==> config.mk <==
export PLATFORM = sky130hd
export DESIGN_NAME = tmw_timer8
export DESIGN_NICKNAME = d
export VERILOG_FILES = /design/src/tmw_pkg.sv /design/src/tmw_timer8.sv
export SDC_FILE = /design/constraint.sdc
export NUM_CORES = 1
export LEC_CHECK = 0
export ABC_AREA = 1
export BUFFER_PORTS_ARGS = -buffer_cell sky130_fd_sc_hd__buf_2
export CAP_MARGIN = 20
export CORE_MARGIN = 4
export CORE_UTILIZATION = 60
export DETAILED_ROUTE_END_ITERATION = 7
export GPL_TIMING_DRIVEN = 0
export PLACE_DENSITY = 0.86
export REMOVE_ABC_BUFFERS = 1
export SLEW_MARGIN = 20
export SYNTH_ARGS = -nofsm -noshare
export SYNTH_HDL_FRONTEND = slang
export SYNTH_SLANG_ARGS = --single-unit
==> constraint.sdc <==
create_clock -name ref_clk -period 3.2 [get_ports ref_clk]
set_input_delay 0.64 -clock ref_clk [delete_from_list [all_inputs] [get_ports ref_clk]]
set_output_delay 0.64 -clock ref_clk [all_outputs]
set_load 0.1 [all_outputs]
==> src/tmw_pkg.sv <==
// package: constants and types for the 8-bit timer waveform block
package tmw_pkg;
  // ------------------------------
  // register word indices
  // ------------------------------
  localparam logic [3:0] TMW_ADDR_CTRL  = 4'h0; // modes, actions, prescale
  localparam logic [3:0] TMW_ADDR_COUNT = 4'h1; // count_value
  localparam logic [3:0] TMW_ADDR_CMPA  = 4'h2; // compare_a_value
  localparam logic [3:0] TMW_ADDR_CMPB  = 4'h3; // compare_b_value
  localparam logic [3:0] TMW_ADDR_FLAGS = 4'h4; // flags, w1c
  localparam logic [3:0] TMW_ADDR_PIN   = 4'h5; // direction bits, pin view
  // ------------------------------
  // control register field positions
  // ------------------------------
  localparam int TMW_CTRL_MODE_LSB = 0;  // wave_mode_sel [2:0]
  localparam int TMW_CTRL_PRE_LSB  = 4;  // prescale select [2:0]
  localparam int TMW_CTRL_OUTB_LSB = 8;  // out_b_action [1:0]
  localparam int TMW_CTRL_OUTA_LSB = 10; // out_a_action [1:0]
  // flag register bit positions
  localparam int TMW_FLAG_WRAP = 0;
  localparam int TMW_FLAG_MA   = 1;
  localparam int TMW_FLAG_MB   = 2;
  // ------------------------------
  // values
  // ------------------------------
  localparam logic [7:0] TMW_BOTTOM = 8'h00;
  localparam logic [7:0] TMW_MAX    = 8'hFF;
  localparam logic [2:0] TMW_MODE_PC8  = 3'h1;
  localparam logic [2:0] TMW_MODE_CTC  = 3'h2;
  localparam logic [2:0] TMW_MODE_FP8  = 3'h3;
  localparam logic [2:0] TMW_MODE_PCA  = 3'h5;
  localparam logic [2:0] TMW_MODE_FPA  = 3'h7;
  localparam logic [1:0] TMW_ACT_OFF    = 2'h0;
  localparam logic [1:0] TMW_ACT_TOGGLE = 2'h1;
  localparam logic [1:0] TMW_ACT_NONINV = 2'h2;
  localparam logic [1:0] TMW_ACT_INV    = 2'h3;
  // prescale selects: 0 stopped, 1..5 = /1,/8,/64,/256,/1024
  localparam logic [9:0] TMW_DIV8    = 10'h007;
  localparam logic [9:0] TMW_DIV64   = 10'h03F;
  localparam logic [9:0] TMW_DIV256  = 10'h0FF;
  localparam logic [9:0] TMW_DIV1024 = 10'h3FF;
  localparam logic [31:0] TMW_CTRL_RESET = 32'h0000_0000;
  localparam logic [7:0]  TMW_BYTE_RESET = 8'h00;
  typedef enum logic [1:0] {TMW_BUS_IDLE, TMW_BUS_DONE} tmw_bus_t;
endpackage

==> src/tmw_timer8.sv <==
// 8-bit timer with clear-on-match, fast and phase-correct pwm waveforms
//
// Notes on behaviour
// - mode 2 counts up, clears to zero on match with compare A (TOP).
// - mode 2 compare A written directly; missed match waits for wrap.
// - mode 2 sets match A flag each time count reaches TOP.
// - mode 2 with action 1 toggles output A on every match.
// - waveform reaches pin only when pin direction is output.
// - tick rate is clock divided by 1, 8, 64, 256 or 1024.
// - mode 2 sets wrap flag when count passes 0xFF to 0x00.
// - modes 3 and 7 fast pwm; TOP 0xFF or compare A.
// - fast pwm counts up to TOP, then clears on next tick.
// - fast pwm action 2 clears on match, sets at bottom; 3 inverts.
// - fast pwm action 1 with bit2 toggles only output A.
// - fast pwm sets wrap flag each time count reaches TOP.
// - fast pwm extremes: bottom gives spike, TOP gives constant level.
// - fast pwm compare writes are double buffered, toggle mode too.
// - modes 1 and 5 phase-correct; TOP 0xFF or compare A.
// - phase-correct holds TOP one tick, then counts down.
// - phase-correct: clear on up match, set on down match; 3 inverts.
// - phase-correct sets wrap flag each time count reaches bottom.
// - phase-correct action 1 with bit2 toggles output A only.
// - phase-correct compare bottom: steady low; TOP: steady high.
// - at TOP output equals up-count match result unless compare equals TOP, for symmetry.
// - counter synchronous, advances only on tick enable cycles.
// - match flag sets on next tick; write one clears it.
// - count write blocks compare matches for the following tick.
// - action 0 leaves pin to port; nonzero drives waveform.
// - phase-correct buffer updates at TOP; ctc immediate, wrap at MAX.
`timescale 1ns/1ps
module tmw_timer8
  import tmw_pkg::*;
(
  input  wire logic        ref_clk,
  input  wire logic        rst_n,
  input  wire logic [3:0]  avs_address,
  input  wire logic        avs_read,
  input  wire logic        avs_write,
  input  wire logic [31:0] avs_writedata,
  input  wire logic [3:0]  avs_byteenable,
  output logic      [31:0] avs_readdata,
  output logic             avs_waitrequest,
  output logic             avs_response_err,
  input  wire logic        port_a_data,
  input  wire logic        port_b_data,
  output logic             pin_a_out,
  output logic             pin_a_oe_n,
  output logic             pin_b_out,
  output logic             pin_b_oe_n
);
  // ------------------------------
  // register state
  // ------------------------------
  logic [2:0]  wave_mode_sel_reg;
  logic [2:0]  pre_sel_reg;
  logic [1:0]  out_a_action_reg;
  logic [1:0]  out_b_action_reg;
  logic [7:0]  count_value_reg;
  logic [7:0]  cmp_a_buf_reg;
  logic [7:0]  cmp_b_buf_reg;
  logic [7:0]  compare_a_value_reg;
  logic [7:0]  compare_b_value_reg;
  logic        wrap_flag_reg;
  logic        match_a_flag_reg;
  logic        match_b_flag_reg;
  logic        count_down_reg;
  logic        wave_a_out_reg;
  logic        wave_b_out_reg;
  logic        dir_a_reg;
  logic        dir_b_reg;
  logic        block_reg;
  logic        pend_a_reg;
  logic        pend_b_reg;
  logic [9:0]  pre_cnt_reg;
  logic        tick_enable;
  tmw_bus_t    bus_state_reg;

  // ------------------------------
  // bus decode
  // ------------------------------
  logic wr_ok;
  logic wr_lo;
  logic wr_ctrl;
  logic wr_count;
  logic wr_cmpa;
  logic wr_cmpb;
  logic wr_flags;
  logic wr_pin;
  logic mapped;
  assign wr_ok    = avs_write && (bus_state_reg == TMW_BUS_DONE);
  assign wr_lo    = wr_ok && avs_byteenable[0];
  assign mapped   = (avs_address <= TMW_ADDR_PIN);
  assign wr_ctrl  = wr_ok && avs_address == TMW_ADDR_CTRL;
  assign wr_count = wr_lo && avs_address == TMW_ADDR_COUNT;
  assign wr_cmpa  = wr_lo && avs_address == TMW_ADDR_CMPA;
  assign wr_cmpb  = wr_lo && avs_address == TMW_ADDR_CMPB;
  assign wr_flags = wr_lo && avs_address == TMW_ADDR_FLAGS;
  assign wr_pin   = wr_lo && avs_address == TMW_ADDR_PIN;

  // ------------------------------
  // mode decode
  // ------------------------------
  logic       is_ctc;
  logic       is_fast;
  logic       is_pc;
  logic       wave_mode_bit2;
  logic [7:0] top_val;
  assign wave_mode_bit2 = wave_mode_sel_reg[2];
  assign is_ctc  = wave_mode_sel_reg == TMW_MODE_CTC;
  assign is_fast = wave_mode_sel_reg == TMW_MODE_FP8
                   || wave_mode_sel_reg == TMW_MODE_FPA;
  assign is_pc   = wave_mode_sel_reg == TMW_MODE_PC8
                   || wave_mode_sel_reg == TMW_MODE_PCA;
  assign top_val = (is_ctc || wave_mode_bit2) ? compare_a_value_reg
                   : TMW_MAX;

  // ------------------------------
  // bus slave: one wait state, unmapped gives error response
  // ------------------------------
  logic req_new;
  assign req_new = (avs_read || avs_write) && bus_state_reg == TMW_BUS_IDLE;
  always_ff @(posedge ref_clk or negedge rst_n) begin
    if (!rst_n) begin
      bus_state_reg <= TMW_BUS_IDLE;
    end else begin
      bus_state_reg <= req_new ? TMW_BUS_DONE : TMW_BUS_IDLE;
    end
  end

  always_ff @(posedge ref_clk or negedge rst_n) begin
    if (!rst_n) begin
      avs_waitrequest  <= 1'b1;
      avs_readdata     <= 32'h0000_0000;
      avs_response_err <= 1'b0;
    end else begin
      avs_waitrequest  <= !req_new;
      avs_response_err <= req_new && !mapped;
      if (req_new && avs_read) begin
        case (avs_address)
          TMW_ADDR_CTRL:  avs_readdata <= {20'h0_0000,
                            out_a_action_reg, out_b_action_reg,
                            1'b0, pre_sel_reg, 1'b0, wave_mode_sel_reg};
          TMW_ADDR_COUNT: avs_readdata <= {24'h00_0000, count_value_reg};
          TMW_ADDR_CMPA:  avs_readdata <= {24'h00_0000, cmp_a_buf_reg};
          TMW_ADDR_CMPB:  avs_readdata <= {24'h00_0000, cmp_b_buf_reg};
          TMW_ADDR_FLAGS: avs_readdata <= {29'h0000_0000, match_b_flag_reg,
                            match_a_flag_reg, wrap_flag_reg};
          TMW_ADDR_PIN:   avs_readdata <= {28'h000_0000, pin_b_out,
                            pin_a_out, dir_b_reg, dir_a_reg};
          default:        avs_readdata <= 32'h0000_0000;
        endcase
      end else begin
        avs_readdata <= 32'h0000_0000;
      end
    end
  end

  always_ff @(posedge ref_clk or negedge rst_n) begin
    if (!rst_n) begin
      wave_mode_sel_reg <= TMW_CTRL_RESET[2:0];
      pre_sel_reg       <= TMW_CTRL_RESET[2:0];
      out_a_action_reg  <= TMW_CTRL_RESET[1:0];
      out_b_action_reg  <= TMW_CTRL_RESET[1:0];
      dir_a_reg         <= 1'b0;
      dir_b_reg         <= 1'b0;
      cmp_a_buf_reg     <= TMW_BYTE_RESET;
      cmp_b_buf_reg     <= TMW_BYTE_RESET;
    end else begin
      if (wr_ctrl && avs_byteenable[0]) begin
        wave_mode_sel_reg <= avs_writedata[TMW_CTRL_MODE_LSB +: 3];
        pre_sel_reg       <= avs_writedata[TMW_CTRL_PRE_LSB +: 3];
      end
      // action changes take effect immediately, not buffered
      if (wr_ctrl && avs_byteenable[1]) begin
        out_a_action_reg <= avs_writedata[TMW_CTRL_OUTA_LSB +: 2];
        out_b_action_reg <= avs_writedata[TMW_CTRL_OUTB_LSB +: 2];
      end
      if (wr_pin) begin
        dir_a_reg <= avs_writedata[0];
        dir_b_reg <= avs_writedata[1];
      end
      if (wr_cmpa) cmp_a_buf_reg <= avs_writedata[7:0];
      if (wr_cmpb) cmp_b_buf_reg <= avs_writedata[7:0];
    end
  end

  // ------------------------------
  // prescaler
  // ------------------------------
  logic [9:0] div_mask;
  always_comb begin
    case (pre_sel_reg)
      3'h2:    div_mask = TMW_DIV8;
      3'h3:    div_mask = TMW_DIV64;
      3'h4:    div_mask = TMW_DIV256;
      3'h5:    div_mask = TMW_DIV1024;
      default: div_mask = 10'h000;
    endcase
  end
  // tick is combinational so a /1 select ticks every clock
  assign tick_enable = (pre_sel_reg != 3'h0) && (pre_sel_reg <= 3'h5)
                       && ((pre_cnt_reg & div_mask) == 10'h000);

  always_ff @(posedge ref_clk or negedge rst_n) begin
    if (!rst_n) begin
      pre_cnt_reg <= 10'h000;
    end else if (pre_sel_reg == 3'h0) begin
      pre_cnt_reg <= 10'h000;
    end else begin
      pre_cnt_reg <= pre_cnt_reg + 10'h001;
    end
  end

  // ------------------------------
  // compare and count
  // ------------------------------
  logic match_a;
  logic match_b;
  logic at_top;
  logic at_bottom;
  assign at_top    = count_value_reg == top_val;
  assign at_bottom = count_value_reg == TMW_BOTTOM;
  assign match_a = !block_reg && count_value_reg == compare_a_value_reg;
  assign match_b = !block_reg && count_value_reg == compare_b_value_reg;

  always_ff @(posedge ref_clk or negedge rst_n) begin
    if (!rst_n) begin
      block_reg <= 1'b0;
    end else if (wr_count) begin
      block_reg <= 1'b1;
    end else if (tick_enable) begin
      block_reg <= 1'b0;
    end
  end

  always_ff @(posedge ref_clk or negedge rst_n) begin
    if (!rst_n) begin
      count_value_reg <= TMW_BYTE_RESET;
      count_down_reg  <= 1'b0;
    end else if (wr_count) begin
      count_value_reg <= avs_writedata[7:0];
    end else if (tick_enable) begin
      if (is_pc) begin
        if (at_top) begin
          count_down_reg  <= 1'b1;
          count_value_reg <= count_value_reg - 8'h01;
        end else if (count_down_reg && at_bottom) begin
          count_down_reg  <= 1'b0;
          count_value_reg <= count_value_reg + 8'h01;
        end else if (count_down_reg) begin
          count_value_reg <= count_value_reg - 8'h01;
        end else begin
          count_value_reg <= count_value_reg + 8'h01;
        end
      end else if (at_top && (is_fast || (is_ctc && !block_reg))) begin
        count_value_reg <= TMW_BOTTOM;
        count_down_reg  <= 1'b0;
      end else begin
        count_value_reg <= count_value_reg + 8'h01;
        count_down_reg  <= 1'b0;
      end
    end
  end

  // active compare values: direct outside pwm, buffered in pwm
  always_ff @(posedge ref_clk or negedge rst_n) begin
    if (!rst_n) begin
      compare_a_value_reg <= TMW_BYTE_RESET;
      compare_b_value_reg <= TMW_BYTE_RESET;
    end else if (!is_pc && !is_fast) begin
      compare_a_value_reg <= cmp_a_buf_reg;
      compare_b_value_reg <= cmp_b_buf_reg;
    end else if (tick_enable && at_top) begin
      // pwm: loaded as count leaves TOP, for bottom (fast) or counting down (phase-correct)
      compare_a_value_reg <= cmp_a_buf_reg;
      compare_b_value_reg <= cmp_b_buf_reg;
    end
  end

  // ------------------------------
  // flags: match seen this tick sets flag on next tick
  // ------------------------------
  logic wrap_evt;
  assign wrap_evt = tick_enable && !wr_count && (is_fast ? at_top
                    : is_pc ? (at_bottom && count_down_reg)
                    : count_value_reg == TMW_MAX);

  always_ff @(posedge ref_clk or negedge rst_n) begin
    if (!rst_n) begin
      pend_a_reg <= 1'b0;
      pend_b_reg <= 1'b0;
    end else if (tick_enable) begin
      pend_a_reg <= match_a;
      pend_b_reg <= match_b;
    end
  end

  // set wins over a write-one clear in the same cycle
  always_ff @(posedge ref_clk or negedge rst_n) begin
    if (!rst_n) begin
      wrap_flag_reg    <= 1'b0;
      match_a_flag_reg <= 1'b0;
      match_b_flag_reg <= 1'b0;
    end else begin
      wrap_flag_reg <= wrap_evt
        || (wrap_flag_reg && !(wr_flags && avs_writedata[TMW_FLAG_WRAP]));
      match_a_flag_reg <= (tick_enable && pend_a_reg)
        || (match_a_flag_reg && !(wr_flags && avs_writedata[TMW_FLAG_MA]));
      match_b_flag_reg <= (tick_enable && pend_b_reg)
        || (match_b_flag_reg && !(wr_flags && avs_writedata[TMW_FLAG_MB]));
    end
  end

  // ------------------------------
  // waveform generator
  // ------------------------------
  // next output level for one channel; can_tog false for channel b
  function automatic logic wave_next(
    input logic       cur,
    input logic [1:0] act,
    input logic       can_tog,
    input logic       hit,
    input logic       cmp_top,
    input logic       clear_on_match_mode,
    input logic       fast,
    input logic       pc,
    input logic       top,
    input logic       down,
    input logic       bit2
  );
    logic r;
    r = cur;
    if (clear_on_match_mode) begin
      if (hit) begin
        case (act)
          TMW_ACT_TOGGLE: r = !cur;
          TMW_ACT_NONINV: r = 1'b0;
          TMW_ACT_INV:    r = 1'b1;
          default:        r = cur;
        endcase
      end
    end else if (fast) begin
      if (act == TMW_ACT_TOGGLE) begin
        if (hit && can_tog && bit2) r = !cur;
      end else if (act[1]) begin
        if (top) r = !act[0];
        else if (hit && !cmp_top) r = act[0];
      end
    end else if (pc) begin
      if (act == TMW_ACT_TOGGLE) begin
        if (hit && can_tog && bit2) r = !cur;
      end else if (act[1]) begin
        if (top) r = cmp_top ^ act[0];
        else if (hit) r = down ^ act[0];
      end
    end
    return r;
  endfunction

  always_ff @(posedge ref_clk or negedge rst_n) begin
    if (!rst_n) begin
      wave_a_out_reg <= 1'b0;
      wave_b_out_reg <= 1'b0;
    end else if (tick_enable) begin
      wave_a_out_reg <= wave_next(wave_a_out_reg, out_a_action_reg, 1'b1,
        match_a, compare_a_value_reg == top_val, is_ctc, is_fast, is_pc,
        at_top, count_down_reg && !at_bottom, wave_mode_bit2);
      wave_b_out_reg <= wave_next(wave_b_out_reg, out_b_action_reg, 1'b0,
        match_b, compare_b_value_reg == top_val, is_ctc, is_fast, is_pc,
        at_top, count_down_reg && !at_bottom, wave_mode_bit2);
    end
  end

  // ------------------------------
  // pin mux: port data synchronised, oe low while driving
  // ------------------------------
  logic [1:0] port_a_sync_reg;
  logic [1:0] port_b_sync_reg;
  always_ff @(posedge ref_clk or negedge rst_n) begin
    if (!rst_n) begin
      port_a_sync_reg <= 2'b00;
      port_b_sync_reg <= 2'b00;
      pin_a_out       <= 1'b0;
      pin_b_out       <= 1'b0;
      pin_a_oe_n      <= 1'b1;
      pin_b_oe_n      <= 1'b1;
    end else begin
      port_a_sync_reg <= {port_a_sync_reg[0], port_a_data};
      port_b_sync_reg <= {port_b_sync_reg[0], port_b_data};
      pin_a_out <= (out_a_action_reg != TMW_ACT_OFF) ? wave_a_out_reg
                   : port_a_sync_reg[1];
      pin_b_out <= (out_b_action_reg != TMW_ACT_OFF) ? wave_b_out_reg
                   : port_b_sync_reg[1];
      pin_a_oe_n <= !dir_a_reg;
      pin_b_oe_n <= !dir_b_reg;
    end
  end
endmodule

==> results by group, run 1 <==
Worst setup path
  – Critical path fanouts, max: 32
  – Data required time of the worst path: 3.46 ns
  – Library cell contributing the largest single delay on the critical path: o21ai_4
  – Startpoint type of the worst setup path: register
  – FF-to-FF path depth: 10
  – Crit path DAT: 3.11 ns
  – Library cell appearing most often on the critical path: nand2_1
  – Maximum single-stage delay on the critical path: 0.61 ns
  – Register-to-Register Setup Slack: 0.35 ns
  – Critical Path Sink Type: register
  – Reg2Reg Launch Point: count_value_reg[4]$_DFFE_PN0P_
  – Worst reg2reg endpoint: compare_b_value_reg[2]$_DFFE_PN0P_
  – Worst-path cell chain: clkinv_1 -> nand2_1 -> nand2_1 -> nor2_1 -> nand2_2 -> inv_1 -> nand2_2 -> o21ai_4 -> nand2_1 -> o21ai_0
  – Critical setup path kind: reg -> reg

Job
  – Max-capacitance violation count: 0

Clock tree
  – Clock root buffer: clkbuf_8
  – Total number of H-tree levels: 3
  – Post-cts sizing count: 0
  – Clock sink count: 94
  – Number of buffers on the longest clock path: 2
  – Clock transition at the registers of the reported paths: 0.10 ns
  – Source-to-sink clock delay at the later pin of the worst-skew pair: 0.36 ns
  – Cts hold-fix bufs: 0
  – Number of buffers created by CTS: 9
  – Post-CTS Setup Inserts: 0
  – TritonCTS clock tree: built

STA
  – Max Clock Freq: 351 MHz
  – Hold Fails Final Rpt: 0
  – Final critical-path share of the clock period: 89.0%
  – Setup repair after global routing missed its margin: no
  – Worst slew margin relative to its limit: 50.0%
  – Final TNS setup: 0 ns
  – Slew at the pin with the worst max-slew slack: 0.746 ns
  – Final Slew Violations: 0
  – Setup skew after layout: 0.0167 ns
  – Total of endpoints with negative setup slack in the final report: 0
  – Final Worst Setup Slack: 0.353 ns
  – Min Clock Period, post-route: 2.85 ns

Place
  – Minimum setup slack after placement: 0.196 ns
  – Placer congestion estimate: 0.910
  – HPWL after detailed placement: 10.3 mm
  – I/O Buffers: 41

Synthesis
  – Count of yosys warnings during synthesis: 0
  – Share of the yosys chip area belonging to registers: 45.1%
  – Fraction of registers with async set or reset after synthesis: 100%
  – Number of storage elements in the synthesis netlist: 94
  – Predominant post-synthesis flop cell: dfrtp_1
  – Post-Syn Instances: 701
  – Post-synthesis cell type count: 37
  – Per-instance average area after synthesis: 7.46 um^2
  – Number of enable flip-flop cells after synthesis: 0
  – Netlist Area Pre-Place: 5230 um^2

Final layout
  – Leading cell type in the layout, fill and taps excluded: nand2_1
  – Leading cell types in the layout, fill and taps excluded: nand2_1, dfrtp_1, inv_1, o21ai_0, nor2_1
  – Syn-to-layout area delta: 7.88%
  – Total number of nets in the final design: 789
  – Ratio of cells with drive above 1 in the final layout: 9.81%
  – Inserted Diodes: 0
  – Largest register FFs: 12

Power
  – Switching power: 1.78 mW
  – Sw Share: 45.2%
  – Leakage power summed over all cells: 2.81 nW
  – Worst VDD drop: 0.507 mV
  – P per Cell Area: 697 nW/um^2
  – Cell internal pwr: 2.15 mW
  – Share of total power in the clock network: 20.6%
  – Sequential power share: 41.0%
  – Combinational share of power: 38.4%

Floorplan
  – Cell row count: 33
  – Die span in x: 101 um
  – Boundary pin count: 84
  – Core area: 8340 um^2
  – Die Area: 10,300 um^2
  – Die height: 101 um
  – Initial Utilization: 62.7%

Route
  – Mean number of vias per cell: 5.80
  – Number of remaining DRC errors: 0
  – Routed WL per cell: 16.5 um
  – First-pass DRT Iterations: 6
  – Antenna Nets Post-Route: 0
  – Overall via count from detail_route: 4,924
  – Total detailed-routing wirelength: 14.0 mm
  – Number of DRC markers after the initial detailed-route iteration: 677

Global routing
  – Global-route usage over all layers: 29.0%
  – Total overflow reported by the global router: 0
  – Global-route wire length before repair: 23.2 mm
  – Vias in the first global route: 4,673
  – Maximum number of pins on one net before global-route repair: 71
  – Number of antenna violations at the first check in global routing: 0

Worst hold path
  – Type of the worst min-delay path: in -> async

Run status
  – Result of the run: finished, final reports clean
-- layout make-up --
cell class / count / area [um^2]
Inverter: 90 / 339
Multi-Input combinational cell: 502 / 2380
Tap cell: 105 / 131
Timing Repair Buffer: 42 / 239
Fill cell: 708 / 2700
Clock inverter: 6 / 68.8
Sequential cell: 94 / 2360
Clock buffer: 10 / 128
-- critical path, delay by kind of cell (launching register included) --
kind,cells,cell delay [ns]
simple gates,6,0.85
compound gates,2,0.78
flops,1,0.59
buf+inv,2,0.52
-- power by group through the flow --
| stage | sequential [mW] | clock (mW) | combinational, mW |
|---|---|---|---|
| 4_1_cts | 1.60 | 0.817 | 1.47 |
| 5_1_grt | 1.63 | 0.860 | 1.67 |
| 2_1_floorplan | 1.67 | 0 | 0.985 |
| 3_3_place_gp | 1.61 | 0 | 1.42 |
| 3_5_place_dp | 1.62 | 0 | 1.46 |
| 6_report | 1.61 | 0.807 | 1.51 |
-- cells in the mapped netlist (all sizes together), types with 2 or more instances --
cell / instances / area (um^2)
a21oi: 16 / 80.1
a221oi: 6 / 52.6
a41oi: 3 / 26.3
buf: 28 / 211
clkbuf: 6 / 22.5
clkinv: 5 / 20.0
dfrtp: 91 / 2280
dfstp: 3 / 78.8
ha: 4 / 50.1
inv: 85 / 319
nand2: 207 / 800
nand3: 43 / 215
nand4: 5 / 31.3
nor2: 65 / 251
nor3: 15 / 85.1
nor3b: 3 / 22.5
nor4: 4 / 25.0
o21ai: 77 / 389
o221ai: 2 / 17.5
o22ai: 10 / 62.6
o31ai: 3 / 22.5
xor2: 15 / 131
-- kinds of logic after synthesis --
family | count (synthesis) | synth area share [%]
other | 1 | 0.0718
flip-flops | 94 | 45.1
XOR/XNOR | 16 | 2.68
AND/OR/NAND/NOR | 343 | 27.5
AO/OA/AOI/OAI | 119 | 12.7
buffers and inverters | 124 | 11.0
adder cells (fa/ha/maj) | 4 | 0.958
-- metrics by stage --
stage               instance area, um^2  power, mW  instances  hold slack, ns  util, %
finish                             5640       3.93        849           0.126     67.6
global route                       5640       4.16        849           0.134     67.6
CTS                                5630       3.89        849           0.133     67.5
detailed placement                 5430       3.08        833           0.339     65.2
global placement                   5400       3.03        832           0.334     64.7
floorplan                          5060       2.66        686           0.331        -
-- worst max-delay path by stage --
stage | start | end | slack (ns) | cells after the start
floorplan | wave_mode_sel_reg[0]$_DFFE_PN0P_ | compare_a_value_reg[0]$_DFFE_PN0P_ | 1.04 | 12
global placement | count_value_reg[4]$_DFFE_PN0P_ | compare_b_value_reg[2]$_DFFE_PN0P_ | 0.30 | 10
detailed placement | count_value_reg[4]$_DFFE_PN0P_ | compare_b_value_reg[2]$_DFFE_PN0P_ | 0.20 | 10
CTS | count_value_reg[4]$_DFFE_PN0P_ | compare_b_value_reg[2]$_DFFE_PN0P_ | 0.17 | 10
global route | wave_mode_sel_reg[0]$_DFFE_PN0P_ | compare_b_value_reg[2]$_DFFE_PN0P_ | 0.12 | 13
finish | count_value_reg[4]$_DFFE_PN0P_ | compare_b_value_reg[2]$_DFFE_PN0P_ | 0.35 | 10
-- layer usage --
metal | part of all wire, % | vias up | wire [um] | track usage [%]
met5 | 0 | - | 0 | 0
met4 | 3.0 | 0 | 427 | 10.7
met3 | 9.6 | 36 | 1340 | 3.99
met2 | 47 | 284 | 6530 | 45.7
met1 | 41 | 2307 | 5710 | 41.1
li1 | - | 2297 | - | -
Note: power is estimated with default switching activity, not from simulation.
==> inputs of run 2 (changes only) <==
--- a/config.mk
+++ b/config.mk
@@ -6,5 +6,4 @@
 export NUM_CORES = 1
 export LEC_CHECK = 0
-export ABC_AREA = 1
 export BUFFER_PORTS_ARGS = -buffer_cell sky130_fd_sc_hd__buf_2
 export CAP_MARGIN = 20
==> constraint.sdc (replaced) <==
create_clock -name ref_clk -period 3.2 [get_ports ref_clk]
set_input_delay 0.32 -clock ref_clk [delete_from_list [all_inputs] [get_ports ref_clk]]
set_output_delay 0.32 -clock ref_clk [all_outputs]
set_load 0.1 [all_outputs]
==> run 2 against run 1 <==
Effect of this change:
- total power shrank 6.4%
- fmax shrank 7.0%
- worst setup slack lost 0.21 ns
- cell area grew 0.69%
- critical path type unchanged
- highest routed layer unchanged
==> results by group, run 2 <==
Run status
  – Result of the run: finished, final reports clean

Worst hold path
  – Type of the worst min-delay path: in -> reg

Route
  – Mean number of vias per cell: 6.37 (+9.9%)
  – Overall via count from detail_route: 4,257 (-14%)
  – First-pass DRT Iterations: 7 (+1)
  – Number of DRC markers after the initial detailed-route iteration: 365 (-46%)
  – Total detailed-routing wirelength: 12.5 mm (-11%)
  – Antenna Nets Post-Route: 0 (unchanged)
  – Number of remaining DRC errors: 0 (unchanged)
  – Routed WL per cell: 18.7 um (+13%)

Global routing
  – Global-route wire length before repair: 20.9 mm (-9.8%)
  – Maximum number of pins on one net before global-route repair: 51 (-28%)
  – Global-route usage over all layers: 25.9% (-3.1 points)
  – Number of antenna violations at the first check in global routing: 0 (unchanged)
  – Total overflow reported by the global router: 0 (unchanged)
  – Vias in the first global route: 4,089 (-12%)

Job
  – Max-capacitance violation count: 0 (unchanged)

Power
  – Leakage power summed over all cells: 2.50 nW (-11%)
  – Share of total power in the clock network: 25.5% (+4.9 points)
  – Combinational share of power: 30.2% (-8.2 points)
  – Cell internal pwr: 2.28 mW (+6.1%)
  – Worst VDD drop: 0.323 mV (-36%)
  – Switching power: 1.39 mW (-22%)
  – Sequential power share: 44.3% (+3.3 points)
  – P per Cell Area: 648 nW/um^2 (-7.0%)
  – Sw Share: 37.9% (-7.3 points)

Place
  – Standard cell area after detailed placement: 5390 um^2 (-0.83%)
  – Minimum setup slack after placement: -0.166 ns (-0.362 ns)
  – I/O Buffers: 41 (unchanged)
  – HPWL after detailed placement: 8.99 mm (-13%)
  – Placer congestion estimate: 0.911 (+0.11%)

Synthesis
  – Predominant post-synthesis flop cell: dfrtp_1
  – Main area contributors after synthesis: dfrtp_1, mux2_2, nand2_1, o21ai_0, buf_4
  – Post-synth top cells: dfrtp_1, nand2_1, mux2_2, o21ai_0, nor2_1
  – Largest area contributor in the synthesized netlist: dfrtp_1
  – Area fraction in and, or, nand and nor cells after synthesis: 16.9% (-11 points)
  – Most repeated cell in the gate-level netlist after synthesis: dfrtp_1
  – Share of the synthesized area in the top cell type: 43.7% (+0.12 points)
  – Share of the yosys chip area belonging to registers: 45.2% (+0.12 points)
  – Synth Area in Compound Gates: 16.2% (+3.5 points)
  – Count of yosys warnings during synthesis: 0 (unchanged)
  – Combinational family with the most area after synthesis: simple AND/OR/NAND/NOR gates
  – Fraction of registers with async set or reset after synthesis: 100% (unchanged)
  – Post-synthesis share of cell area spent on xor and xnor gates: 4.54% (+1.9 points)
  – Mux cell area share after synthesis: 9.67% (+9.7 points)
  – Adder and majority gate portion of the synthesized area: 0.960% (+0.0025 points)
  – Netlist Area Pre-Place: 5210 um^2 (-0.26%)
  – Post-synthesis cell type count: 66 (+78%)
  – Number of enable flip-flop cells after synthesis: 0 (unchanged)
  – Post-Syn Instances: 534 (-24%)
  – Per-instance average area after synthesis: 9.76 um^2 (+31%)
  – Number of storage elements in the synthesis netlist: 94 (unchanged)

Final layout
  – Total number of nets in the final design: 608 (-23%)
  – Syn-to-layout area delta: 8.91%
  – Leading cell type in the layout, fill and taps excluded: dfrtp_1
  – Post-route core utilization: 68.1% (+0.46 points)
  – Inserted Diodes: 0 (unchanged)
  – Largest register FFs: 12 (unchanged)
  – Ratio of cells with drive above 1 in the final layout: 22.0% (+12 points)
  – Post-route cell area: 5680 um^2 (+0.69%)
  – Layout fillers: 661 (-6.6%)
  – Leading cell types in the layout, fill and taps excluded: dfrtp_1, nand2_1, mux2_2, buf_2, o21ai_0

Worst setup path
  – Startpoint type of the worst setup path: register
  – Crit path DAT: 3.31 ns (+0.20 ns)
  – Critical setup path kind: reg -> reg
  – Data required time of the worst path: 3.45 ns (about the same)
  – Critical Path Sink Type: register
  – Critical path fanouts, max: 16 (-50%)

STA
  – Hold Fails Final Rpt: 0 (unchanged)
  – Setup repair after global routing missed its margin: no
  – Worst slew margin relative to its limit: 28.1% (-22 points)
  – Final Worst Setup Slack: 0.138 ns (-0.214 ns)
  – Max Clock Freq: 327 MHz (-7.0%)
  – Final Slew Violations: 0 (unchanged)
  – Min Clock Period, post-route: 3.06 ns (+0.214 ns)
  – Final critical-path share of the clock period: 95.7% (+6.7 points)
  – Setup skew after layout: 0.0136 ns (-0.00308 ns)
  – Total of endpoints with negative setup slack in the final report: 0 (unchanged)
  – Slew at the pin with the worst max-slew slack: 1.07 ns (+0.323 ns)

Floorplan
  – Die Area: 10,200 um^2 (-0.25%)
  – Die height: 101 um (-0.12%)
  – Core area: 8340 um^2 (unchanged)
  – Boundary pin count: 84 (unchanged)
  – Initial Utilization: 62.5% (-0.17 points)
  – Die span in x: 101 um (-0.12%)
  – Cell row count: 33 (unchanged)

Clock tree
  – Total number of H-tree levels: 3 (unchanged)
  – Number of buffers created by CTS: 9 (unchanged)
  – TritonCTS clock tree: built
  – Clock transition at the registers of the reported paths: 0.09 ns (about the same)
  – Source-to-sink clock delay at the later pin of the worst-skew pair: 0.37 ns (about the same)
  – Number of buffers on the longest clock path: 2 (unchanged)
  – Clock sink count: 94 (unchanged)
  – Clock root buffer: clkbuf_8
[run 2: worst max-delay path: stages, from the launching register on]
cell     delay [ns]
dfrtp_1        0.60
nor2b_2        0.49
or2_1          0.31
a32o_1         0.22
nand4_2        0.32
o21ai_4        0.60
mux2_2         0.40
[run 2: cell type report]
class                      instances  area [um^2]  area share [%]
clock inverter                     6          109            1.92
multi-input combinational        394         2650            46.6
clock buffer                      10          128            2.25
timing repair buffer              43          245            4.32
sequential                        94         2360            41.5
tap                              105          131            2.31
inverter                          16         60.1            1.06
[run 2: worst paths after layout]
path	slack, ns	from	endpoint	cells past startpoint
max in group asynchronous	2.02	rst_n	pin_a_oe_n$_DFF_PN1_	3
worst max-delay path	0.14	wave_mode_sel_reg[0]$_DFFE_PN0P_	compare_b_value_reg[4]$_DFFE_PN0P_	6
worst max register to register	0.14	wave_mode_sel_reg[0]$_DFFE_PN0P_	compare_b_value_reg[4]$_DFFE_PN0P_	6
worst min-delay path	0.06	port_a_data	port_a_sync_reg[0]$_DFF_PN0_	1
min in group asynchronous	0.50	rst_n	avs_response_err$_DFF_PN0_	2
worst min register to register	0.36	port_a_sync_reg[0]$_DFF_PN0_	port_a_sync_reg[1]$_DFF_PN0_	0
[run 2: what timing repair did]
| action | CTS | global route |
|---|---|---|
| setup buffers | 0 | 0 |
| endpoints found under the hold margin | 43 | 0 |
| hold buffers | 1 | 0 |
| pin swaps | 0 | 0 |
| setup endpoints to repair | 24 | 18 |
| gates resized for setup | 3 | 3 |
[run 2: power by group through the flow]
| stage | Sequential, mW | Clock, mW | Combinational, mW |
|---|---|---|---|
| after floorplan | 1.67 | 0 | 0.743 |
| after global placement | 1.63 | 0 | 1.04 |
| final | 1.63 | 0.939 | 1.11 |
| after detailed placement | 1.64 | 0 | 1.08 |
| after CTS | 1.61 | 0.951 | 1.09 |
| after global routing | 1.65 | 1.01 | 1.21 |
[run 2: kinds of logic after synthesis]
logic type                 count (synthesis)
muxes                                     45
xor gates and xnor gates                  27
adders and majority gates                  4
DFF                                       94
other                                      1
AOI/OAI and AO/OA                        124
buffers and inverters                     65
and+or+nand+nor                          174
[run 2: per-layer routing]
| layer | global-route usage [%] | part of all wire, % |
|---|---|---|
| met5 | 0 | 0 |
| met4 | 9.92 | 2.8 |
| met1 | 35.9 | 42 |
| met3 | 5.17 | 8.1 |
| met2 | 40.3 | 47 |
[run 2: stage by stage]
step | total power [mW] | TNS, ns | hold WS, ns | cells
detailed placement | 2.71 | -2.80 | 0.342 | 651
finish | 3.68 | 0 | 0.0644 | 668
floorplan | 2.41 | 0 | 0.0244 | 504
CTS | 3.66 | 0 | 0.0512 | 668
global route | 3.87 | 0 | 0.0535 | 668
global placement | 2.67 | -9.64 | 0.336 | 650
==> inputs of run 3 (changes only) <==
- CORE_UTILIZATION: 60 -> 57
- PLACE_DENSITY: 0.86 -> 0.82
- clock period: 3.2 -> 2.93 ns (I/O delays scaled with it)
==> run 3 against run 2 <==
Effect of this change:
- core utilization fell by 3.6 points
- critical endpoint is now count_down_reg$_DFFE_PN0P_
- worst setup slack better by 0.030 ns
- sequential power is 9% higher
- combinational power grew 12%
- routed wire length increased by 1.9%
- largest power group unchanged
- critical path type is now in -> reg
- sequential cell count unchanged
- first-iteration DRC count shrank 11%
- clock power fell by 6.0%
- clock skew up 0.0082 ns
==> results by group, run 3 (same netlist as run 2, synthesis figures left out) <==
Run status
  – Result of the run: finished, final reports clean

Route
  – Mean number of vias per cell: 6.39 (+0.22%)
  – First-pass DRT Iterations: 5 (-2)
  – Routed WL per cell: 18.9 um (+1.3%)
  – Number of remaining DRC errors: 0 (unchanged)
  – Antenna Nets Post-Route: 0 (unchanged)
  – Overall via count from detail_route: 4,292 (+0.82%)
  – Total detailed-routing wirelength: 12.7 mm (+1.9%)
  – Number of DRC markers after the initial detailed-route iteration: 326 (-11%)

STA
  – Final critical-path share of the clock period: 94.3%
  – Total of endpoints with negative setup slack in the final report: 0 (unchanged)
  – Min Clock Period, post-route: 2.76 ns
  – Max Clock Freq: 362 MHz
  – Hold Fails Final Rpt: 0 (unchanged)
  – Setup repair after global routing missed its margin: no
  – Final Slew Violations: 0 (unchanged)
  – Slew at the pin with the worst max-slew slack: 1.12 ns (+0.0556 ns)
  – Worst slew margin relative to its limit: 24.4% (-3.6 points)
  – Final hold slack: 0.0299 ns (-0.0345 ns)
  – Final TNS setup: 0 ns (unchanged)
  – Setup skew after layout: 0.0218 ns (+0.00821 ns)

Clock tree
  – Total number of H-tree levels: 3 (unchanged)
  – Number of buffers created by CTS: 9 (unchanged)
  – Clock sink count: 94 (unchanged)
  – Number of buffers on the longest clock path: 2 (unchanged)
  – Clock transition at the registers of the reported paths: 0.09 ns (about the same)
  – TritonCTS clock tree: built
  – Clock root buffer: clkbuf_8
  – Source-to-sink clock delay at the later pin of the worst-skew pair: 0.39 ns (+0.02 ns)

Worst setup path
  – Critical path fanouts, max: 15 (-1)
  – Data required time of the worst path: 3.19 ns (-0.26 ns)
  – Crit path DAT: 3.03 ns (-0.28 ns)
  – Worst-path cell chain: buf_2 -> nand2b_1 -> nor3_1 -> nand4_1 -> nand2_1 -> o21ai_0 -> a22o_1
  – Critical setup path kind: in -> reg
  – Critical Path Sink Type: register
  – Maximum single-stage delay on the critical path: 0.87 ns (+0.27 ns)
  – Startpoint type of the worst setup path: primary input
  – Library cell contributing the largest single delay on the critical path: nor3_1

Place
  – HPWL after detailed placement: 9.13 mm (+1.5%)
  – Placer congestion estimate: 0.929 (+2.0%)
  – Cell total after placement: 654 (+0.46%)
  – I/O Buffers: 41 (unchanged)

Worst hold path
  – Type of the worst min-delay path: in -> reg

Global routing
  – Global-route usage over all layers: 23.9% (-2.0 points)
  – Maximum number of pins on one net before global-route repair: 54 (+5.9%)
  – Global-route wire length before repair: 20.9 mm (-0.30%)
  – Vias in the first global route: 4,162 (+1.8%)
  – Number of antenna violations at the first check in global routing: 0 (unchanged)
  – Total overflow reported by the global router: 0 (unchanged)

Floorplan
  – Die Area: 10,700 um^2 (+4.8%)
  – Die height: 104 um (+2.4%)
  – Die span in x: 104 um (+2.4%)
  – Boundary pin count: 84 (unchanged)
  – Initial Utilization: 59.2% (-3.3 points)
  – Core area: 8810 um^2 (+5.6%)
  – Cell row count: 34 (+3.0%)

Final layout
  – Leading cell types in the layout, fill and taps excluded: dfrtp_1, nand2_1, mux2_2, buf_2, o21ai_0
  – Ratio of cells with drive above 1 in the final layout: 22.3% (+0.32 points)
  – Post-route core utilization: 64.5% (-3.6 points)
  – Inserted Diodes: 0 (unchanged)
  – Leading cell type in the layout, fill and taps excluded: dfrtp_1
  – Syn-to-layout area delta: 8.91% (unchanged)
  – Largest register FFs: 12 (unchanged)
  – Number of non-filler instances in the completed layout: 672 (+0.60%)
  – Total number of nets in the final design: 609 (+0.16%)

Job
  – Max-capacitance violation count: 0 (unchanged)

Power
  – Leakage power summed over all cells: 2.49 nW (-0.30%)
  – Worst VDD drop: 0.402 mV (+25%)
  – P per Cell Area: 688 nW/um^2 (+6.2%)
## run 3: area by class of cell
type	instances	area [um^2]
Fill cell	716	3130
Clock buffer	10	128
Multi-Input combinational cell	394	2660
Sequential cell	94	2360
Tap cell	108	135
Inverter	16	60.1
Clock inverter	6	68.8
Timing Repair Buffer	44	269
## run 3: metrics by stage
step | worst slack (ns) | cell area, um^2 | total power, mW
after global placement | -0.842 | 5350 | 2.91
after global routing | 0.0561 | 5680 | 4.09
final | 0.168 | 5680 | 3.91
after detailed placement | -0.497 | 5400 | 2.98
after CTS | 0.0895 | 5660 | 3.89
after floorplan | 0.0919 | 5010 | 2.63
## run 3: layer usage
layer  track usage (%)  share of wire, %  up-vias
met5                 0                 0        -
met3              5.53               7.7       44
met2              38.8                47      201
met1              30.5                42     2109
met4              10.8               3.2        0
li1                  -                 -     1938
## run 3: path summary, 6_finish.rpt
| kind | from | to | slack (ns) | cells after the start |
|---|---|---|---|---|
| setup / recovery | avs_address[1] | count_down_reg$_DFFE_PN0P_ | 0.17 | 7 |
| hold / removal | port_a_data | port_a_sync_reg[0]$_DFF_PN0_ | 0.03 | 1 |
| setup reg to reg | wave_mode_sel_reg[1]$_DFFE_PN0P_ | wave_b_out_reg$_DFFE_PN0P_ | 0.23 | 8 |
| hold reg to reg | port_b_sync_reg[0]$_DFF_PN0_ | port_b_sync_reg[1]$_DFF_PN0_ | 0.35 | 0 |
| max in group asynchronous | rst_n | pin_a_oe_n$_DFF_PN1_ | 1.92 | 3 |
| min in group asynchronous | rst_n | count_value_reg[2]$_DFFE_PN0P_ | 0.39 | 2 |
## run 3: what timing repair did
action,4_1_cts,5_1_grt
pin swaps,1,0
gates cloned,0,0
setup buffers,1,0
hold buffers,1,0
setup endpoints to repair,25,4
gates resized for setup,7,3
endpoints found under the hold margin,39,0
## run 3: worst max-delay path: cells and delay by family
kind,cells,cell delay (ns)
AND/OR/NAND/NOR,4,2.25
buffers and inverters,1,0.14
AO/OA/AOI/OAI,2,0.33
## run 3: power breakdown
group / switching (mW) / total, mW / internal [mW]
Sequential: 0.313 / 1.78 / 1.47
Combinational: 0.775 / 1.24 / 0.464
Clock: 0.481 / 0.883 / 0.403
Total: 1.57 / 3.91 / 2.34
